### src/include/vic_regs.svh
/*
 * Constants of the vectored interrupt controller: low vector codes,
 * reset values and fixed addresses.
 * Assumes inclusion by bare name from the design and bench files.
 */
`ifndef VIC_REGS_SVH
`define VIC_REGS_SVH

// Low vector codes of the maskable sources
`define VIC_VEC_FLASH 8'h08
`define VIC_VEC_PRT0 8'h0A
`define VIC_VEC_RTC 8'h16
`define VIC_VEC_UART0 8'h18
`define VIC_VEC_I2C 8'h1C
`define VIC_VEC_SPI 8'h1E
`define VIC_VEC_PORTB0 8'h30
`define VIC_VEC_PORTC0 8'h40
`define VIC_VEC_PORTD0 8'h50

// Slot table: one slot per even code from 00h to 5Eh
`define VIC_SLOTS 48
`define VIC_SLOT_W 6

// Reset values and fixed bytes
`define VIC_PAGE_RST 8'h00
`define VIC_BYTE_ZERO 8'h00
`define VIC_MARK_COMPAT 8'h00
`define VIC_MARK_LONG 8'h01
`define VIC_NMI_ADDR 16'h0066
`define VIC_ADDR_ONE 24'h000001
`define VIC_CNT_ZERO 3'h0
`define VIC_CNT_ONE 3'h1
`define VIC_PUSH_COMPAT 3'h2
`define VIC_PUSH_LONG 3'h3
`define VIC_PUSH_MARK 3'h1

`endif

### src/include/vic_pkg.sv
/*
 * Types of the vectored interrupt controller.
 * Assumes vic_regs.svh for the numeric constants.
 */
package vic_pkg;

   // Requests from on-chip peripherals and GPIO ports
   typedef struct packed {
      logic flash;
      logic [5:0] programmable_reload_timer;
      logic rtc;
      logic [1:0] uart;
      logic i2c;
      logic spi;
      logic [7:0] portB;
      logic [7:0] portC;
      logic [7:0] portD;
   } vic_src_s;

   // One byte access toward memory
   typedef struct packed {
      logic req;
      logic we;
      logic [23:0] addr;
      logic [7:0] wdata;
   } vic_mem_s;

   typedef enum logic [2:0] {
      ST_IDLE = 3'b000,
      ST_PUSH = 3'b001,
      ST_FETCH_LO = 3'b010,
      ST_FETCH_HI = 3'b011,
      ST_LOAD = 3'b100
   } vic_state_e;

endpackage

### src/hdl/vic_controller.sv
/*
 * Vectored interrupt controller with the acknowledge sequence:
 * priority encoding, enable flags, return-address pushes, vector
 * fetch and program counter load, plus the nonmaskable entry.
 * Assumes requests and core strobes on mclk, nmiPin from a pin, and a
 * byte memory port that answers with memReady.
 */
`timescale 1ns/1ps
`default_nettype none
`include "vic_regs.svh"

module vic_controller
   import vic_pkg::*;
(
   // Clock and reset
   input wire logic mclk,
   input wire logic rstn,
   // Interrupt sources
   input wire vic_src_s srcReq,
   input wire logic nmiPin_n,
   // Core state and strobes
   input wire logic cpuReady,
   input wire logic enableSet,
   input wire logic enableClear,
   input wire logic pageWrite,
   input wire logic [7:0] pageData,
   input wire logic long_address_flag,
   input wire logic mixed_mode_flag,
   input wire logic [7:0] memory_base_byte,
   input wire logic [15:0] short_stack_pointer,
   input wire logic [23:0] long_stack_pointer,
   input wire logic [23:0] returnPc,
   // Status toward the core
   output logic intRequest,
   output logic [7:0] vector_low_bus,
   output logic [7:0] intPage,
   output logic int_enable_flag_a,
   output logic int_enable_flag_b,
   output logic busy,
   // Memory byte port
   output vic_mem_s memOut,
   input wire logic [7:0] memRdata,
   input wire logic memReady,
   // Results of the sequence, one-cycle strobe
   output logic seqDone,
   output logic [23:0] pcNew,
   output logic [23:0] stackNew,
   output logic stackIsShort,
   output logic setLongFlag,
   output logic [15:0] isrAddr
);

   // Slot of a code in the encoder table
   function automatic logic [`VIC_SLOT_W-1:0] slotOf(input logic [7:0] v);
      return v[`VIC_SLOT_W:1];
   endfunction

   // One byte down; the short stack wraps inside its base bank
   function automatic logic [23:0] stackDec(input logic [23:0] sp,
                                            input logic isShort);
      return isShort ? {sp[23:16], sp[15:0] - 16'(`VIC_ADDR_ONE)} :
                       sp - `VIC_ADDR_ONE;
   endfunction

   logic [`VIC_SLOTS-1:0] slotReq;
   logic anyReq;
   logic [7:0] encVector;
   logic nmiSync1_reg, nmiSync2_reg, nmiPrev_reg, nmiPend_reg;
   logic nmiFall;
   logic [7:0] page_reg;
   logic flagA_reg, flagB_reg;
   vic_state_e state_reg;
   logic take, takeNmi, beat;
   logic [7:0] vecLatch_reg;
   logic isNmi_reg;
   logic [31:0] pushBuf_reg;
   logic [2:0] pushCnt_reg;
   logic [23:0] sp_reg;
   logic short_reg, mixedToLong_reg;
   logic [7:0] upper_reg;
   logic [7:0] loByte_reg;
   logic [23:0] fetchAddr;
   vic_mem_s mem_next;
   logic done_reg;
   logic [23:0] pc_reg;

   // Slot map: unmapped slots stay tied low
   always_comb begin
      slotReq = '0;
      slotReq[slotOf(`VIC_VEC_FLASH)] = srcReq.flash;
      for (int i = 0; i < 6; i++) begin
         slotReq[slotOf(`VIC_VEC_PRT0) + i] = srcReq.programmable_reload_timer[i];
      end
      slotReq[slotOf(`VIC_VEC_RTC)] = srcReq.rtc;
      slotReq[slotOf(`VIC_VEC_UART0)] = srcReq.uart[0];
      slotReq[slotOf(`VIC_VEC_UART0) + 1] = srcReq.uart[1];
      slotReq[slotOf(`VIC_VEC_I2C)] = srcReq.i2c;
      slotReq[slotOf(`VIC_VEC_SPI)] = srcReq.spi;
      for (int i = 0; i < 8; i++) begin
         slotReq[slotOf(`VIC_VEC_PORTB0) + i] = srcReq.portB[i];
         slotReq[slotOf(`VIC_VEC_PORTC0) + i] = srcReq.portC[i];
         slotReq[slotOf(`VIC_VEC_PORTD0) + i] = srcReq.portD[i];
      end
   end

   vic_prio_encoder encoder (
      .mclk(mclk),
      .rstn(rstn),
      .slotReq(slotReq),
      .anyReq(anyReq),
      .vector(encVector)
   );

   assign intRequest = anyReq;
   assign vector_low_bus = encVector;

   // Pin synchroniser; edge detect reads the second stage and its delayed copy
   always_ff @(posedge mclk or negedge rstn) begin
      if (!rstn) begin
         nmiSync1_reg <= 1'b1;
         nmiSync2_reg <= 1'b1;
         nmiPrev_reg <= 1'b1;
      end else begin
         nmiSync1_reg <= nmiPin_n;
         nmiSync2_reg <= nmiSync1_reg;
         nmiPrev_reg <= nmiSync2_reg;
      end
   end

   assign nmiFall = nmiPrev_reg & ~nmiSync2_reg;

   // New edge wins over acceptance of the previous one
   always_ff @(posedge mclk or negedge rstn) begin
      if (!rstn) begin
         nmiPend_reg <= 1'b0;
      end else if (nmiFall) begin
         nmiPend_reg <= 1'b1;
      end else if (takeNmi) begin
         nmiPend_reg <= 1'b0;
      end
   end

   always_ff @(posedge mclk or negedge rstn) begin
      if (!rstn) begin
         page_reg <= `VIC_PAGE_RST;
      end else if (pageWrite) begin
         page_reg <= pageData;
      end
   end

   assign intPage = page_reg;

   // Nonmaskable ignores the flags and is served before maskables
   assign take = (state_reg == ST_IDLE) && cpuReady &&
                 (nmiPend_reg || (anyReq && flagA_reg));
   assign takeNmi = take && nmiPend_reg;

   // Maskable acceptance clears both flags and nonmaskable acceptance flag A only, over any concurrent software set
   always_ff @(posedge mclk or negedge rstn) begin
      if (!rstn) begin
         flagA_reg <= 1'b0;
         flagB_reg <= 1'b0;
      end else if (takeNmi) begin
         flagA_reg <= 1'b0;
      end else if (take) begin
         flagA_reg <= 1'b0;
         flagB_reg <= 1'b0;
      end else if (enableSet) begin
         flagA_reg <= 1'b1;
         flagB_reg <= 1'b1;
      end else if (enableClear) begin
         flagA_reg <= 1'b0;
         flagB_reg <= 1'b0;
      end
   end

   assign int_enable_flag_a = flagA_reg;
   assign int_enable_flag_b = flagB_reg;

   assign beat = memOut.req && memReady;

   // Sequencer
   always_ff @(posedge mclk or negedge rstn) begin
      if (!rstn) begin
         state_reg <= ST_IDLE;
      end else begin
         unique case (state_reg)
            ST_IDLE: if (take) state_reg <= ST_PUSH;
            ST_PUSH: begin
               if (beat && pushCnt_reg == `VIC_CNT_ONE) begin
                  state_reg <= isNmi_reg ? ST_LOAD : ST_FETCH_LO;
               end
            end
            ST_FETCH_LO: if (beat) state_reg <= ST_FETCH_HI;
            ST_FETCH_HI: if (beat) state_reg <= ST_LOAD;
            ST_LOAD: state_reg <= ST_IDLE;
            default: state_reg <= ST_IDLE;
         endcase
      end
   end

   // Push plan captured at acceptance; bytes leave from the top
   always_ff @(posedge mclk or negedge rstn) begin
      if (!rstn) begin
         vecLatch_reg <= `VIC_BYTE_ZERO;
         isNmi_reg <= 1'b0;
         pushBuf_reg <= '0;
         pushCnt_reg <= `VIC_CNT_ZERO;
         sp_reg <= '0;
         short_reg <= 1'b0;
         mixedToLong_reg <= 1'b0;
         upper_reg <= `VIC_BYTE_ZERO;
      end else if (take) begin
         vecLatch_reg <= encVector;
         isNmi_reg <= nmiPend_reg;
         short_reg <= !long_address_flag && !mixed_mode_flag;
         mixedToLong_reg <= !long_address_flag && mixed_mode_flag;
         unique case ({long_address_flag, mixed_mode_flag})
            2'b00: begin
               pushBuf_reg <= {returnPc[15:0], 16'h0000};
               pushCnt_reg <= `VIC_PUSH_COMPAT;
               sp_reg <= {memory_base_byte, short_stack_pointer};
               upper_reg <= memory_base_byte;
            end
            2'b10: begin
               pushBuf_reg <= {returnPc, 8'h00};
               pushCnt_reg <= `VIC_PUSH_LONG;
               sp_reg <= long_stack_pointer;
               upper_reg <= `VIC_BYTE_ZERO;
            end
            2'b01: begin
               pushBuf_reg <= {returnPc[15:0], `VIC_MARK_COMPAT,
                               8'h00};
               pushCnt_reg <= `VIC_PUSH_COMPAT + `VIC_PUSH_MARK;
               sp_reg <= long_stack_pointer;
               upper_reg <= `VIC_BYTE_ZERO;
            end
            2'b11: begin
               pushBuf_reg <= {returnPc, `VIC_MARK_LONG};
               pushCnt_reg <= `VIC_PUSH_LONG + `VIC_PUSH_MARK;
               sp_reg <= long_stack_pointer;
               upper_reg <= `VIC_BYTE_ZERO;
            end
         endcase
      end else if (state_reg == ST_PUSH && beat) begin
         pushBuf_reg <= {pushBuf_reg[23:0], 8'h00};
         pushCnt_reg <= pushCnt_reg - `VIC_CNT_ONE;
         sp_reg <= stackDec(sp_reg, short_reg);
      end
   end

   // Vector entry {upper, page, vector}, low byte first
   assign fetchAddr = {upper_reg, page_reg, vecLatch_reg};

   // Short stack wraps inside the base bank
   always_comb begin
      mem_next = '0;
      unique case (state_reg)
         ST_PUSH: begin
            mem_next.req = 1'b1;
            mem_next.we = 1'b1;
            mem_next.addr = stackDec(sp_reg, short_reg);
            mem_next.wdata = pushBuf_reg[31:24];
         end
         ST_FETCH_LO: begin
            mem_next.req = 1'b1;
            mem_next.addr = fetchAddr;
         end
         ST_FETCH_HI: begin
            mem_next.req = 1'b1;
            mem_next.addr = fetchAddr + `VIC_ADDR_ONE;
         end
         default: mem_next = '0;
      endcase
   end

   assign memOut = mem_next;

   always_ff @(posedge mclk or negedge rstn) begin
      if (!rstn) begin
         loByte_reg <= `VIC_BYTE_ZERO;
         pc_reg <= '0;
         done_reg <= 1'b0;
      end else begin
         done_reg <= 1'b0;
         if (state_reg == ST_FETCH_LO && beat) begin
            loByte_reg <= memRdata;
         end
         if (state_reg == ST_FETCH_HI && beat) begin
            pc_reg <= {upper_reg, memRdata, loByte_reg};
         end
         if (state_reg == ST_PUSH && beat && isNmi_reg &&
             pushCnt_reg == `VIC_CNT_ONE) begin
            pc_reg <= {upper_reg, `VIC_NMI_ADDR};
         end
         if (state_reg == ST_LOAD) begin
            done_reg <= 1'b1;
         end
      end
   end

   assign busy = state_reg != ST_IDLE;
   assign seqDone = done_reg;
   assign pcNew = pc_reg;
   assign stackNew = sp_reg;
   assign stackIsShort = short_reg;
   assign setLongFlag = done_reg && mixedToLong_reg;
   assign isrAddr = {page_reg, vecLatch_reg};

endmodule // vic_controller

`default_nettype wire

### src/hdl/vic_prio_encoder.sv
/*
 * Registered fixed-priority encoder over the vector slot table.
 * Assumes slot requests come from logic on mclk.
 */
`timescale 1ns/1ps
`default_nettype none
`include "vic_regs.svh"

module vic_prio_encoder
   import vic_pkg::*;
(
   // Clock and reset
   input wire logic mclk,
   input wire logic rstn,
   // Slot requests, index is code divided by two
   input wire logic [`VIC_SLOTS-1:0] slotReq,
   // Encoded result
   output logic anyReq,
   output logic [7:0] vector
);

   logic anyReq_reg;
   logic [7:0] vector_reg;
   logic anyReq_next;
   logic [7:0] vector_next;

   // Lowest slot wins; scan downward so the lowest overwrites last
   always_comb begin
      anyReq_next = |slotReq;
      vector_next = `VIC_BYTE_ZERO;
      for (int i = `VIC_SLOTS - 1; i >= 0; i--) begin
         if (slotReq[i]) begin
            vector_next = {i[6:0], 1'b0};
         end
      end
   end

   // Re-evaluated every clock, no latching of requests
   always_ff @(posedge mclk or negedge rstn) begin
      if (!rstn) begin
         anyReq_reg <= 1'b0;
         vector_reg <= `VIC_BYTE_ZERO;
      end else begin
         anyReq_reg <= anyReq_next;
         vector_reg <= vector_next;
      end
   end

   assign anyReq = anyReq_reg;
   assign vector = vector_reg;

endmodule // vic_prio_encoder

`default_nettype wire

### config.mk
export PLATFORM = sky130hd
export DESIGN_NAME = vic_controller
export DESIGN_NICKNAME = d
export VERILOG_FILES = /design/src/include/vic_pkg.sv /design/src/hdl/vic_controller.sv /design/src/hdl/vic_prio_encoder.sv
export VERILOG_INCLUDE_DIRS = /design/src /design/src/include
export SDC_FILE = /design/constraint.sdc
export NUM_CORES = 1
export LEC_CHECK = 0
export BUFFER_PORTS_ARGS = -buffer_cell sky130_fd_sc_hd__buf_4
export CAP_MARGIN = 30
export CORE_ASPECT_RATIO = 0.6
export CORE_MARGIN = 8
export CORE_UTILIZATION = 54
export CTS_CLUSTER_SIZE = 24
export DETAILED_ROUTE_END_ITERATION = 7
export PLACE_DENSITY = 0.86
export SYNTH_ARGS = -nofsm -noshare
export SYNTH_HDL_FRONTEND = slang
export SYNTH_SLANG_ARGS = --single-unit
### constraint.sdc
create_clock -name mclk -period 3.9 [get_ports mclk]
set_clock_uncertainty 0.2 [all_clocks]
set_input_delay 1.17 -clock mclk [delete_from_list [all_inputs] [get_ports mclk]]
set_output_delay 1.17 -clock mclk [all_outputs]
set_load 0.005 [all_outputs]
==> run metrics <==
final hold vios=0; final wirelength=22700 um; critical path buffer and inverter count=1; Final Util=75.1%; final count of pins violating max slew=0; first-pass GRT wire length=35700 um; data arrival time of the critical path=~2.5 ns; worst-margin pin slew=about 0.81 ns; Fmax=0.261 GHz; Top Layer Used=met4; met3 WL=2110 um; Slew headroom=45.5%; critical path endpoint=memOut[30]; CP Max Fanout=9; mapped cell area=6900 um^2; most frequent cells in the layout=265 x buf_4, 140 x nand2_1, 122 x dfrtp_1; async set or reset register ratio after synthesis=100%; min-delay worst type=reg -> reg; number of synthesized flops with an enable pin=0; via count=6772; RR Startpoint=state_reg[2]; RSZ-0062 raised after global routing=yes; Synth Flop Type=dfrtp_1; # rows=32; Tcrit/Tclk final=98.3%; critical path type=reg -> out; # setup viols final=0; DRT antenna net count=0; Pwr Total=6690 uW; FF+latch count, synth=126; Avg Cell Area, Syn=8.89 um^2; area growth from synthesis to layout=37.8%; Yosys warning count=0; Skew-Pair Late Insertion Delay=0.41 ns; Total GRT Usage=between 20% and 30%; CP required=2.53 ns; root buffer cell=clkbuf_16; number of diodes=0; Worst path depth=6; gp weighted congestion=0.887; die area=roughly 17000 um^2; Avg Vias per Cell=5.69; grt ovf=0; crit-path cells=or4_4 > nand4b_4 > nor3_1 > xnor2_1 > o21ai_1 > buf_4; DRC Markers=0; Setup crit start=stackNew[11]; initial core utilization=54.5%; Tmin final=3.83 ns; share of layout cells above drive strength 1=33.5%; Post-Synthesis Cells=a little under 800; Core Box Area=12700 um^2; pwr dens=704 nW/um^2; max FFs per register=25; Distinct cells, synth=between 50 and 60; max cap viols=0; outcome=completed; r2r endpoint=pushBuf_reg[26]; register-to-register setup slack=1.29 ns; Clock Sinks=126; clk slew on worst S/H paths=0.06 ns; drt initial violations=roughly 480; maximum number of pins on one net before global-route repair=61; die width=about 160 um; Seq. cell area=3160 um^2; IO buf count=250; CP max-delay cell=or4_4; placed wire-length estimate=16900 um; clock buffer depth=2; sequential share of the synthesized area=between 40% and 50%; R2R cell count=6; Critical Path Max Stage Delay=roughly 0.57 ns; CTS tree=yes; WL met2=10500 um; H-tree levels=4; M1 wire length=9720 um; Num CTS Buffers=17; Multi-input gate area=3410 um^2; fillers=950; WL/cell=19.1 um; commonest non-fill, non-tap cell in the layout=buf_4; Final nets=1150; boundary pin count=255; DIE HEIGHT=104 um; initial antenna violation count=0; crit path launch type=flop; drt first pass iters=5; Worst Setup End Kind=output port; Static Leak=roughly 0.0045 uW; CP delay by family, top=simple AND/OR/NAND/NOR gates; Max VDD drop=~0.41 mV; vias in the first global route=6685
power breakdown:
| part | total [uW] | internal, uW | switching, uW |
|---|---|---|---|
| clock | 1610 | 1010 | 603 |
| combinational | 2770 | 1390 | 1380 |
| sequential | 2300 | 1790 | 515 |
synthesized netlist by cell type (all sizes together), types with 2 or more instances:
cell    count  area [um^2]
a211oi     12         90.1
a21o        2         15.0
a21oi      56          280
a221o       8         80.1
a22o        9         78.8
a22oi       8         60.1
and2        3         18.8
and3        9         56.3
buf        24          154
clkbuf     33          125
dfrtp     123         3080
dfstp       3         78.8
ha          8          100
inv        28          105
mux2       24          270
mux2i       8         80.1
nand2     141          532
nand2b      3         18.8
nand3      28          140
nand4       3         18.8
nor2       57          214
nor2b      12         75.1
nor3       26          150
nor3b       2         15.0
nor4       12          105
o21a        2         15.0
o21ai      53          265
o22ai       2         12.5
o31ai       3         22.5
or3         6         37.5
or4         7         56.3
or4b        2         20.0
xnor2      34          298
xor2       11         96.3
worst min path at each step:
stage	slack, ns	start	cells after the start	end
after floorplan	0.15	nmiSync1_reg	0	nmiSync2_reg
after global placement	0.15	nmiSync1_reg	0	nmiSync2_reg
after detailed placement	0.15	nmiSync1_reg	0	nmiSync2_reg
after CTS	0.16	nmiSync1_reg	0	nmiSync2_reg
after global routing	0.16	nmiSync1_reg	0	nmiSync2_reg
final	0.16	nmiSync1_reg	0	nmiSync2_reg
stage by stage:
| step | hold slack (ns) | instances | setup slack, ns | setup TNS (ns) | cell area (um^2) |
|---|---|---|---|---|---|
| 6_report | 0.155 | 1191 | 0.0655 | 0 | 9510 |
| 3_3_place_gp | 0.146 | 1157 | 0.522 | 0 | 8880 |
| 4_1_cts | 0.156 | 1190 | 0.0127 | 0 | 9490 |
| 3_5_place_dp | 0.148 | 1157 | 0.429 | 0 | 8880 |
| 2_1_floorplan | 0.145 | 779 | 0.693 | 0 | 6910 |
| 5_1_grt | 0.156 | 1191 | -0.0106 | -0.0113 | 9510 |
timing repair:
item | 4_1_cts | 5_1_grt
hold buffers | 0 | 0
pin swaps | 0 | 1
gates cloned | 0 | 0
endpoints found under the setup margin | 4 | 9
gates resized for setup | 0 | 3
buffers inserted | 1 | 1
logic make-up after synthesis:
family	count (synthesis)	synth area share [%]
other	1	0.0543
and+or+nand+nor	317	22.2
muxes	32	5.08
AOI/OAI and AO/OA	162	14.2
buffers and inverters	85	5.57
xor gates and xnor gates	45	5.71
adders and majority gates	8	1.45
DFF	126	45.7
final cells by class:
class                   instances  share of cell area [%]
repair buffers                267                    21.3
clock inverters                12                    1.72
clock buffers                  20                    4.59
flip-flops and latches        126                    33.2
well taps                     170                    2.24
multi-input cells             568                    35.9
inverters                      28                    1.11
worst register-to-register path: cells and delay by family (launching register included):
kind,cells,cell delay (ns)
AOI/OAI and AO/OA,2,0.57
buffers and inverters,1,0.25
DFF,1,0.54
and+or+nand+nor,3,0.99
metal layers:
metal,track usage [%],up-vias
met5,0,-
met1,35.4,3280
met2,40.8,333
met4,7.89,0
li1,-,3132
met3,7.31,27
No activity file was read; power rests on OpenSTA's default activity.
